File: config.mk
export PLATFORM = sky130hd
export DESIGN_NAME = bfpt_top
export DESIGN_NICKNAME = d
export VERILOG_FILES = /design/src/hw/bfpt_pkg.sv /design/src/hw/bfpt_top.sv
export SDC_FILE = /design/constraint.sdc
export NUM_CORES = 2
export LEC_CHECK = 0
export BUFFER_PORTS_ARGS = -buffer_cell sky130_fd_sc_hd__buf_2
export CAP_MARGIN = 20
export CORE_ASPECT_RATIO = 0.75
export CORE_MARGIN = 1
export CORE_UTILIZATION = 35
export CTS_CLUSTER_DIAMETER = 80
export DETAILED_ROUTE_END_ITERATION = 10
export PLACE_DENSITY = 0.52
export SETUP_SLACK_MARGIN = 0.02
export SKIP_CTS_REPAIR_TIMING = 1
export SLEW_MARGIN = 0
export SYNTH_ARGS = -nofsm -noshare
export SYNTH_HDL_FRONTEND = slang
export SYNTH_SLANG_ARGS = --single-unit
File: constraint.sdc
create_clock -name clk_sys -period 11.9 [get_ports clk_sys]
set_clock_uncertainty 0.1 [all_clocks]
set_input_delay 0 -clock clk_sys [delete_from_list [all_inputs] [get_ports clk_sys]]
set_output_delay 0 -clock clk_sys [all_outputs]
set_load 0.02 [all_outputs]
File: src/hw/bfpt_pkg.sv
package bfpt_pkg;
  localparam int CLK_MHZ = 50;
  localparam int PROGRAM_CYCLE_US = 5000;
  localparam int PROGRAM_CYCLE_CLKS = PROGRAM_CYCLE_US * CLK_MHZ;
  localparam int STAMP_RES_US = 1000;
  localparam int STAMP_CLKS = STAMP_RES_US * CLK_MHZ;
  localparam int RELEASE_PERCENT = 97;
  localparam int PHASE_TO_MILLI = 10;
  localparam logic [7:0] ADDR_CTRL = 8'h00;
  localparam logic [7:0] ADDR_PHASE_THR = 8'h04;
  localparam logic [7:0] ADDR_RESID_THR = 8'h08;
  localparam logic [7:0] ADDR_RETRIP_DLY = 8'h0C;
  localparam logic [7:0] ADDR_FAIL_DLY = 8'h10;
  localparam logic [7:0] ADDR_STATUS = 8'h14;
  localparam logic [7:0] ADDR_EVT_TIME = 8'h18;
  localparam logic [7:0] ADDR_EVT_INFO = 8'h1C;
  localparam logic [7:0] ADDR_BLK_CUR_A = 8'h20;
  localparam logic [7:0] ADDR_BLK_CUR_B = 8'h24;
  localparam logic [7:0] ADDR_SIG_MASK = 8'h28;
  localparam logic [7:0] ADDR_RELAY_MASK = 8'h2C;
  localparam int CTRL_MODE_LSB = 0;
  localparam int CTRL_RES_LSB = 4;
  localparam int CTRL_RETRIP_EN = 6;
  localparam int CTRL_FORCE_EN = 7;
  localparam int CTRL_FORCE_BLK = 8;
  localparam logic [3:0] MODE_RESET = 4'h0;
  localparam logic [1:0] RES_RESET = 2'h0;
  localparam logic [11:0] PHASE_THR_RESET = 12'h014;
  localparam logic [15:0] RESID_THR_RESET = 16'h04B0;
  localparam logic [18:0] RETRIP_DLY_RESET = 19'h0_0014;
  localparam logic [18:0] FAIL_DLY_RESET = 19'h0_0028;
  localparam logic [1:0] RESP_OKAY = 2'h0;
  localparam logic [1:0] RESP_SLVERR = 2'h2;
  typedef enum logic [3:0] {
    BFPT_CUR = 4'h0, BFPT_DO = 4'h1, BFPT_SIG = 4'h2, BFPT_C_AND_D = 4'h3,
    BFPT_C_OR_D = 4'h4, BFPT_C_AND_S = 4'h5, BFPT_C_OR_S = 4'h6, BFPT_S_AND_D = 4'h7,
    BFPT_S_OR_D = 4'h8, BFPT_ANY = 4'h9, BFPT_ALL = 4'hA
  } bfpt_mode_e;
  typedef enum logic [2:0] {
    ST_NORMAL = 3'h0, ST_START = 3'h1, ST_RETRIP = 3'h2, ST_FAIL = 3'h3, ST_BLOCKED = 3'h4
  } bfpt_status_e;
endpackage : bfpt_pkg

File: src/hw/bfpt_top.sv
`timescale 1ns/1ns
module bfpt_top import bfpt_pkg::*; #(
  parameter int SIG_W = 8,
  parameter int RELAY_W = 8,
  parameter int CYCLE_CLKS = PROGRAM_CYCLE_CLKS,
  parameter int MS_CLKS = STAMP_CLKS
) (
  input wire logic clk_sys,
  input wire logic rst_b,
  input wire logic [7:0] s_axi_awaddr,
  input wire logic s_axi_awvalid,
  output logic s_axi_awready,
  input wire logic [31:0] s_axi_wdata,
  input wire logic [3:0] s_axi_wstrb,
  input wire logic s_axi_wvalid,
  output logic s_axi_wready,
  output logic [1:0] s_axi_bresp,
  output logic s_axi_bvalid,
  input wire logic s_axi_bready,
  input wire logic [7:0] s_axi_araddr,
  input wire logic s_axi_arvalid,
  output logic s_axi_arready,
  output logic [31:0] s_axi_rdata,
  output logic [1:0] s_axi_rresp,
  output logic s_axi_rvalid,
  input wire logic s_axi_rready,
  input wire logic [15:0] phase_magnitude_l1,
  input wire logic [15:0] phase_magnitude_l2,
  input wire logic [15:0] phase_magnitude_l3,
  input wire logic [15:0] residual_input_one,
  input wire logic [15:0] residual_input_two,
  input wire logic [15:0] residual_from_phases,
  input wire logic [SIG_W-1:0] monitored_signals,
  input wire logic [RELAY_W-1:0] monitored_relays,
  input wire logic block_in,
  output logic start_out,
  output logic second_trip_out,
  output logic breaker_failure_output,
  output logic blocked_out,
  output logic display_event,
  output logic block_event
);
  logic [3:0] mode;
  logic [1:0] residual_source_select;
  logic second_trip_enable;
  logic force_enable;
  logic force_block;
  logic [11:0] phase_pickup_threshold;
  logic [15:0] residual_pickup_threshold;
  logic [18:0] second_trip_delay;
  logic [18:0] failure_delay;
  logic [SIG_W-1:0] sig_mask;
  logic [RELAY_W-1:0] relay_mask;
  logic [2:0] failure_status_code;
  logic [31:0] evt_time;
  logic [7:0] evt_info;
  logic [31:0] blk_cur_a;
  logic [31:0] blk_cur_b;

  // Program cycle and millisecond timebase.
  logic [31:0] cyc_cnt;
  logic [31:0] ms_cnt;
  logic [31:0] ms_time;
  wire cycle_tick = (cyc_cnt == 32'(CYCLE_CLKS - 1));
  wire ms_tick = (ms_cnt == 32'(MS_CLKS - 1));
  always_ff @(posedge clk_sys) begin
    if (!rst_b) begin
      cyc_cnt <= 32'h0000_0000;
      ms_cnt <= 32'h0000_0000;
      ms_time <= 32'h0000_0000;
    end else begin
      cyc_cnt <= cycle_tick ? 32'h0000_0000 : cyc_cnt + 32'h0000_0001;
      ms_cnt <= ms_tick ? 32'h0000_0000 : ms_cnt + 32'h0000_0001;
      ms_time <= ms_tick ? ms_time + 32'h0000_0001 : ms_time;
    end
  end

  // Current comparators with hysteresis.
  logic [15:0] residual_mag;
  always_comb begin
    case (residual_source_select)
      2'h1: residual_mag = residual_input_one;
      2'h2: residual_mag = residual_input_two;
      2'h3: residual_mag = residual_from_phases;
      default: residual_mag = 16'h0000;
    endcase
  end
  wire [31:0] phase_thr_milli = 32'(phase_pickup_threshold) * 32'(PHASE_TO_MILLI);
  wire [31:0] resid_thr_milli = 32'(residual_pickup_threshold);
  wire [15:0] measured_magnitude [4];
  assign measured_magnitude[0] = phase_magnitude_l1;
  assign measured_magnitude[1] = phase_magnitude_l2;
  assign measured_magnitude[2] = phase_magnitude_l3;
  assign measured_magnitude[3] = residual_mag;
  logic [3:0] picked;
  logic [3:0] next_picked;
  for (genvar i = 0; i < 4; i++) begin : g_cmp
    wire [31:0] thr = (i == 3) ? resid_thr_milli : phase_thr_milli;
    wire in_use = (i != 3) || (residual_source_select != 2'h0);
    wire over = 32'(measured_magnitude[i]) > thr;
    // Release compares the magnitude times 100 with the threshold times 97 so the 97 percent figure stays exact.
    wire held = (32'(measured_magnitude[i]) * 32'h0000_0064) >= (thr * 32'(RELEASE_PERCENT));
    assign next_picked[i] = in_use && (picked[i] ? held : over);
  end

  // Criteria are evaluated on the sampled inputs of the current program cycle.
  wire cur_c = |next_picked;
  wire crit_d = |(monitored_relays & relay_mask);
  wire crit_s = |(monitored_signals & sig_mask);
  logic pick;
  logic run;
  always_comb begin
    pick = cur_c;
    run = cur_c;
    case (mode)
      BFPT_CUR: begin
        pick = cur_c;
        run = cur_c;
      end
      BFPT_DO: begin
        pick = crit_d;
        run = crit_d;
      end
      BFPT_SIG: begin
        pick = crit_s;
        run = crit_s;
      end
      BFPT_C_AND_D: begin
        pick = cur_c;
        run = cur_c & crit_d;
      end
      BFPT_C_OR_D: begin
        pick = cur_c | crit_d;
        run = cur_c | crit_d;
      end
      BFPT_C_AND_S: begin
        pick = cur_c & crit_s;
        run = cur_c & crit_s;
      end
      BFPT_C_OR_S: begin
        pick = cur_c | crit_s;
        run = cur_c | crit_s;
      end
      BFPT_S_AND_D: begin
        pick = crit_s & crit_d;
        run = crit_s & crit_d;
      end
      BFPT_S_OR_D: begin
        pick = crit_s | crit_d;
        run = crit_s | crit_d;
      end
      BFPT_ANY: begin
        pick = cur_c | crit_d | crit_s;
        run = cur_c | crit_d | crit_s;
      end
      BFPT_ALL: begin
        pick = cur_c;
        run = cur_c & crit_d & crit_s;
      end
      default: begin
        pick = cur_c;
        run = cur_c;
      end
    endcase
  end

  // The block level is taken once per cycle, first, so a change mid-cycle cannot split a decision.
  wire blk_now = block_in | (force_enable & force_block);
  wire next_start = pick & ~blk_now;
  wire next_blocked = pick & blk_now;
  logic [18:0] tmr;
  wire [18:0] next_tmr = (next_start & run) ? ((tmr == 19'h7_FFFF) ? tmr : tmr + 19'h0_0001) :
                         (next_start ? tmr : 19'h0_0000);
  wire next_retrip = next_start & second_trip_enable & (second_trip_out | (next_tmr >= second_trip_delay));
  wire next_fail = next_start & (breaker_failure_output | (next_tmr >= failure_delay));
  wire blk_rise = cycle_tick & next_blocked & ~blocked_out;
  wire [3:0] outs_now = {blocked_out, breaker_failure_output, second_trip_out, start_out};
  wire [3:0] outs_next = {next_blocked, next_fail, next_retrip, next_start};
  wire [3:0] outs_chg = outs_now ^ outs_next;
  logic [1:0] chg_idx;
  always_comb begin
    chg_idx = 2'h0;
    for (int k = 3; k >= 0; k--) begin
      if (outs_chg[k]) begin
        chg_idx = 2'(k);
      end
    end
  end

  always_ff @(posedge clk_sys) begin
    if (!rst_b) begin
      picked <= 4'h0;
      tmr <= 19'h0_0000;
      start_out <= 1'b0;
      second_trip_out <= 1'b0;
      breaker_failure_output <= 1'b0;
      blocked_out <= 1'b0;
      display_event <= 1'b0;
      block_event <= 1'b0;
      evt_time <= 32'h0000_0000;
      evt_info <= 8'h00;
      blk_cur_a <= 32'h0000_0000;
      blk_cur_b <= 32'h0000_0000;
    end else begin
      display_event <= blk_rise;
      block_event <= blk_rise;
      if (cycle_tick) begin
        picked <= next_picked;
        tmr <= next_tmr;
        start_out <= next_start;
        second_trip_out <= next_retrip;
        breaker_failure_output <= next_fail;
        blocked_out <= next_blocked;
        if (|outs_chg) begin
          evt_time <= ms_time;
          evt_info <= {3'h0, outs_next[chg_idx], outs_chg[3] & next_blocked, chg_idx, 1'b1};
        end
        if (blk_rise) begin
          blk_cur_a <= {phase_magnitude_l2, phase_magnitude_l1};
          blk_cur_b <= {residual_mag, phase_magnitude_l3};
          evt_info[7:4] <= next_picked;
        end
      end
    end
  end

  // Status code, highest condition first.
  always_ff @(posedge clk_sys) begin
    if (!rst_b) begin
      failure_status_code <= ST_NORMAL;
    end else if (blocked_out) begin
      failure_status_code <= ST_BLOCKED;
    end else if (breaker_failure_output) begin
      failure_status_code <= ST_FAIL;
    end else if (second_trip_out) begin
      failure_status_code <= ST_RETRIP;
    end else if (start_out) begin
      failure_status_code <= ST_START;
    end else begin
      failure_status_code <= ST_NORMAL;
    end
  end

  // AXI4-Lite write path; address and data may arrive in either order.
  logic aw_held;
  logic w_held;
  logic [7:0] aw_addr;
  logic [31:0] w_data;
  logic [3:0] w_strb;
  wire aw_take = s_axi_awvalid & s_axi_awready;
  wire w_take = s_axi_wvalid & s_axi_wready;
  wire do_write = aw_held & w_held & ~s_axi_bvalid;
  wire wr_map = (aw_addr <= ADDR_RELAY_MASK) && (aw_addr[1:0] == 2'h0);
  function automatic logic [31:0] merge(input logic [31:0] old, input logic [31:0] nw, input logic [3:0] be);
    logic [31:0] r;
    r = old;
    for (int b = 0; b < 4; b++) begin
      if (be[b]) begin
        r[b*8 +: 8] = nw[b*8 +: 8];
      end
    end
    return r;
  endfunction : merge
  wire [31:0] ctrl_word = {23'h0, force_block, force_enable, second_trip_enable, residual_source_select, mode};
  wire [31:0] ctrl_new = merge(ctrl_word, w_data, w_strb);
  wire [31:0] phase_thr_new = merge(32'(phase_pickup_threshold), w_data, w_strb);
  wire [31:0] resid_thr_new = merge(32'(residual_pickup_threshold), w_data, w_strb);
  wire [31:0] retrip_dly_new = merge(32'(second_trip_delay), w_data, w_strb);
  wire [31:0] fail_dly_new = merge(32'(failure_delay), w_data, w_strb);
  wire [31:0] sig_mask_new = merge(32'(sig_mask), w_data, w_strb);
  wire [31:0] relay_mask_new = merge(32'(relay_mask), w_data, w_strb);

  always_ff @(posedge clk_sys) begin
    if (!rst_b) begin
      aw_held <= 1'b0;
      w_held <= 1'b0;
      aw_addr <= 8'h00;
      w_data <= 32'h0000_0000;
      w_strb <= 4'h0;
      s_axi_awready <= 1'b0;
      s_axi_wready <= 1'b0;
      s_axi_bvalid <= 1'b0;
      s_axi_bresp <= RESP_OKAY;
    end else begin
      s_axi_awready <= ~aw_held & ~aw_take & ~s_axi_awready;
      s_axi_wready <= ~w_held & ~w_take & ~s_axi_wready;
      if (aw_take) begin
        aw_held <= 1'b1;
        aw_addr <= s_axi_awaddr;
      end
      if (w_take) begin
        w_held <= 1'b1;
        w_data <= s_axi_wdata;
        w_strb <= s_axi_wstrb;
      end
      if (do_write) begin
        s_axi_bvalid <= 1'b1;
        s_axi_bresp <= wr_map ? RESP_OKAY : RESP_SLVERR;
      end else if (s_axi_bvalid & s_axi_bready) begin
        s_axi_bvalid <= 1'b0;
        aw_held <= 1'b0;
        w_held <= 1'b0;
      end
    end
  end

  always_ff @(posedge clk_sys) begin
    if (!rst_b) begin
      mode <= MODE_RESET;
      residual_source_select <= RES_RESET;
      second_trip_enable <= 1'b1;
      force_enable <= 1'b0;
      force_block <= 1'b0;
      phase_pickup_threshold <= PHASE_THR_RESET;
      residual_pickup_threshold <= RESID_THR_RESET;
      second_trip_delay <= RETRIP_DLY_RESET;
      failure_delay <= FAIL_DLY_RESET;
      sig_mask <= '0;
      relay_mask <= '0;
    end else if (do_write) begin
      case (aw_addr)
        ADDR_CTRL: begin
          mode <= ctrl_new[CTRL_MODE_LSB +: 4];
          residual_source_select <= ctrl_new[CTRL_RES_LSB +: 2];
          second_trip_enable <= ctrl_new[CTRL_RETRIP_EN];
          force_enable <= ctrl_new[CTRL_FORCE_EN];
          // The switch only counts while forcing is on, and is dropped when forcing is turned off.
          force_block <= ctrl_new[CTRL_FORCE_BLK] & ctrl_new[CTRL_FORCE_EN];
        end
        ADDR_PHASE_THR: phase_pickup_threshold <= phase_thr_new[11:0];
        ADDR_RESID_THR: residual_pickup_threshold <= resid_thr_new[15:0];
        ADDR_RETRIP_DLY: second_trip_delay <= retrip_dly_new[18:0];
        ADDR_FAIL_DLY: failure_delay <= fail_dly_new[18:0];
        ADDR_SIG_MASK: sig_mask <= sig_mask_new[SIG_W-1:0];
        ADDR_RELAY_MASK: relay_mask <= relay_mask_new[RELAY_W-1:0];
        default: begin
        end
      endcase
    end
  end

  // AXI4-Lite read path; one read at a time, answer one cycle after the address is taken.
  logic [31:0] rd_word;
  logic rd_ok;
  always_comb begin
    rd_ok = 1'b1;
    case (s_axi_araddr)
      ADDR_CTRL: rd_word = ctrl_word;
      ADDR_PHASE_THR: rd_word = 32'(phase_pickup_threshold);
      ADDR_RESID_THR: rd_word = 32'(residual_pickup_threshold);
      ADDR_RETRIP_DLY: rd_word = second_trip_enable ? 32'(second_trip_delay) : 32'h0000_0000;
      ADDR_FAIL_DLY: rd_word = 32'(failure_delay);
      ADDR_STATUS: rd_word = {20'h0, picked, blocked_out, breaker_failure_output, second_trip_out, start_out,
                              1'b0, failure_status_code};
      ADDR_EVT_TIME: rd_word = evt_time;
      ADDR_EVT_INFO: rd_word = {24'h0, evt_info};
      ADDR_BLK_CUR_A: rd_word = blk_cur_a;
      ADDR_BLK_CUR_B: rd_word = blk_cur_b;
      ADDR_SIG_MASK: rd_word = 32'(sig_mask);
      ADDR_RELAY_MASK: rd_word = 32'(relay_mask);
      default: begin
        rd_word = 32'h0000_0000;
        rd_ok = 1'b0;
      end
    endcase
  end
  wire ar_take = s_axi_arvalid & s_axi_arready;
  always_ff @(posedge clk_sys) begin
    if (!rst_b) begin
      s_axi_arready <= 1'b0;
      s_axi_rvalid <= 1'b0;
      s_axi_rdata <= 32'h0000_0000;
      s_axi_rresp <= RESP_OKAY;
    end else begin
      s_axi_arready <= ~s_axi_rvalid & ~ar_take & ~s_axi_arready;
      if (ar_take) begin
        s_axi_rvalid <= 1'b1;
        s_axi_rdata <= rd_word;
        s_axi_rresp <= rd_ok ? RESP_OKAY : RESP_SLVERR;
      end else if (s_axi_rvalid & s_axi_rready) begin
        s_axi_rvalid <= 1'b0;
      end
    end
  end
endmodule : bfpt_top

==> impl_metrics.ini <==
[outcome]
status = finished, violations left
violations = negative hold slack

[sta]
setup_viol = 0
hold_violations = 8
rsz0062_at_grt = false
worst_slew_pin_slew_ns = 1.17
slew_viol_final = 0
hold_slack_ns = -0.0483
post-route-period-util_pct = 93.9
setup-tns-final_ns = 0
slew_headroom_pct = 21.5
finalCriticalPeriod_ns = 11.18
max_freq_ghz = 0.0895

[routing]
drt_iter0_drc = 2393
wirelength_mm = 104
vias_per_cell = 5.34
wl_per_cell_um = 19.8
dr_total_vias = 28100
ant_nets = 0
drc = 0
firstDrtPassIters = 7

[critical_path]
path_max_fanout = 11
slowest_stage = fa_1
worstPathRequired_ns = 12.25
cpMostUsedCell = ha_1
crit_path_end_kind = register
crit_arrival_ns = 11.53
cp-start-kind = register
crit_type = reg2reg
max_stage_delay_ns = 0.52

[yosys]
synth_ff_type = dfxtp_1
synth-async-reset-ratio_pct = 0
yosysSeqAreaShare_pct = 25.1
yosys.area.top_type = dfxtp_1
synth-xor-area-share_pct = 5.60
synth_area_mm2 = 0.0314
synthMuxAreaShare_pct = 3.36
synth_warnings = 0
synth_top_area_share_pct = 25.1
synth_simple_gate_area_share_pct = 16.5
synth_edf_count = 0
synth-seq-cells = 393
synth.distinct_cells = 86
synth_adder_area_share_pct = 25.3
syn-instance-count = 3807
synth_compound_area_share_pct = 17.7
avgSynthCellArea_um2 = 8.24
yosys-top-cells-area = dfxtp_1 25%, ha_1 21%, a21oi_1 4.9%
synth_top_family_by_area = adder cells

[pwr]
leakage_uw = 0.0168
power_density_mw_per_mm2 = 97.9
vdd_ir_drop_max_mv = 0.0913

[clocking]
cts_tree = done
clkLatencyLatePin_ns = 0.60
cts_buffer_depth = 3
cts_max_level = 2
cts_root_buffer = clkbuf_16
cts.reportedPaths.clkPinSlew_ns = 0.07
cts_sinks = 393
cts_buffers = 42

[finish]
diodes = 0
final_cell_area_mm2 = 0.0363
drive_gt1_share_pct = 9.35
nNetsFinal = 4848
fillers = 9081
synthToLayoutAreaGrowth_pct = 15.6

[placement]
io_buffers = 202
placed_area_mm2 = 0.0338
place_congestion = 0.914
dpl.hpwl_mm = 81.6

[floorplan]
die_w_um = 348
start_util_pct = 35.6
ioPinCount = 219
die-area_mm2 = 0.0909
fp.dieH_um = 261
core_mm2 = 0.0882
row_count = 94

[global_routing]
grt_pass1_vias = 25400
grt-ovfl-total = 0
grt_usage_pct = 22.2
grt_max_degree = 124
grt_pass1_wl_mm = 155
antenna_found_initial = 1

[job]
maxCapViolCount = 0

[hold_path]
hold_class = in2reg
[per-stage QoR]
stage	hold WS, ns	std cells	power [uW]	util (%)	setup WS [ns]
global route	0.00375	5261	3750	41.1	0.0270
finish	-0.0483	5261	3550	41.1	0.721
global placement	0.151	5073	2210	38.3	0.660
detailed placement	0.147	5073	2210	38.3	0.530
CTS	-0.489	5147	3550	39.8	0.478
floorplan	0.0360	3808	1990	-	1.39
[cell families (layout without fill, tap and decap cells)]
group / Yosys count / after routing
other: 1 / 2
DFF: 393 / 393
xor gates and xnor gates: 195 / 195
AOI/OAI and AO/OA: 845 / 845
adders and majority gates: 599 / 599
muxes: 103 / 103
buffers and inverters: 534 / 835
and+or+nand+nor: 1137 / 1137
[Yosys cell counts, drive strengths merged (22+ instances only)]
| cell | number |
|---|---|
| a211oi | 37 |
| a21o | 52 |
| a21oi | 308 |
| a221oi | 24 |
| a222oi | 29 |
| a22o | 29 |
| a22oi | 28 |
| a31oi | 38 |
| and3 | 46 |
| clkbuf | 123 |
| dfxtp | 393 |
| fa | 60 |
| ha | 537 |
| inv | 391 |
| mux2i | 85 |
| nand2 | 381 |
| nand2b | 29 |
| nand3 | 111 |
| nand4 | 47 |
| nor2 | 361 |
| nor2b | 23 |
| nor3 | 41 |
| o211ai | 34 |
| o21a | 27 |
| o21ai | 112 |
| o21bai | 22 |
| xnor2 | 88 |
| xor2 | 104 |
[sequential cells by signal, summed over array words and instances, names as in the netlist, 8 cells and up]
signal,flops
aw_addr,8
blk_cur_a,32
evt_info,8
second_trip_delay,19
failure_delay,19
phase_pickup_threshold,12
cyc_cnt,32
evt_time,32
ms_cnt,32
w_data,19
ms_time,32
sig_mask,8
tmr,19
s_axi_rdata,32
residual_pickup_threshold,16
blk_cur_b,32
relay_mask,8
[cell type report]
| cell class | count | area, um^2 | area share (%) |
|---|---|---|---|
| Tap cell | 1152 | 1440 | 3.97 |
| Sequential cell | 393 | 7870 | 21.7 |
| Timing Repair Buffer | 370 | 2620 | 7.23 |
| Inverter | 391 | 1480 | 4.07 |
| Multi-Input combinational cell | 2881 | 21500 | 59.3 |
| Clock buffer | 58 | 1180 | 3.26 |
| Clock inverter | 16 | 165 | 0.455 |
[power by group]
part	internal (uW)	total (uW)	switching (uW)
combinational	385	883	498
sequential	1320	1340	15.8
clock	728	1330	602
[metal layers]
layer	global-route usage, %	wire [um]
met3	4.40	7540
met1	33.1	52000
met2	32.6	42900
met4	4.38	1850
met5	0	13
[final timing paths]
| check | startpoint | endpoint | slack (ns) | depth (start not counted) |
|---|---|---|---|---|
| setup / recovery | phase_pickup_threshold[3] | evt_time[2] | 0.72 | 52 |
| hold / removal | residual_input_two[4] | blk_cur_b[20] | -0.05 | 5 |
| setup reg to reg | phase_pickup_threshold[3] | evt_time[2] | 0.72 | 52 |
| hold reg to reg | cyc_cnt[0] | cyc_cnt[0] | 0.34 | 1 |
[cells in the final DEF (no fill, tap or decap), drive strengths merged, types with 14 or more instances in the layout]
cell type	Yosys	layout
a211oi	37	37
a21o	52	52
a21oi	308	308
a221oi	24	24
a222oi	29	29
a22o	29	29
a22oi	28	28
a31oi	38	38
and2	19	19
and3	46	46
and4	14	14
buf	20	259
clkbuf	123	58
dfxtp	393	393
dlygate4sd3	0	111
fa	60	60
ha	537	537
inv	391	396
mux2	18	18
mux2i	85	85
nand2	381	381
nand2b	29	29
nand3	111	111
nand4	47	47
nor2	361	361
nor2b	23	23
nor3	41	41
nor4	15	15
o211ai	34	34
o21a	27	27
o21ai	112	112
o21bai	22	22
o31ai	20	20
or3	19	19
xnor2	88	88
xor2	104	104
[critical path: cells and delay by family, from the launching register on]
family | cells | cell delay, ns
AOI/OAI and AO/OA | 22 | 4.16
xor gates and xnor gates | 3 | 0.51
DFF | 1 | 0.44
buffers and inverters | 8 | 1.03
adders and majority gates | 10 | 3.27
and+or+nand+nor | 8 | 1.36
muxes | 1 | 0.15
Note: power is estimated with default switching activity, not from simulation.
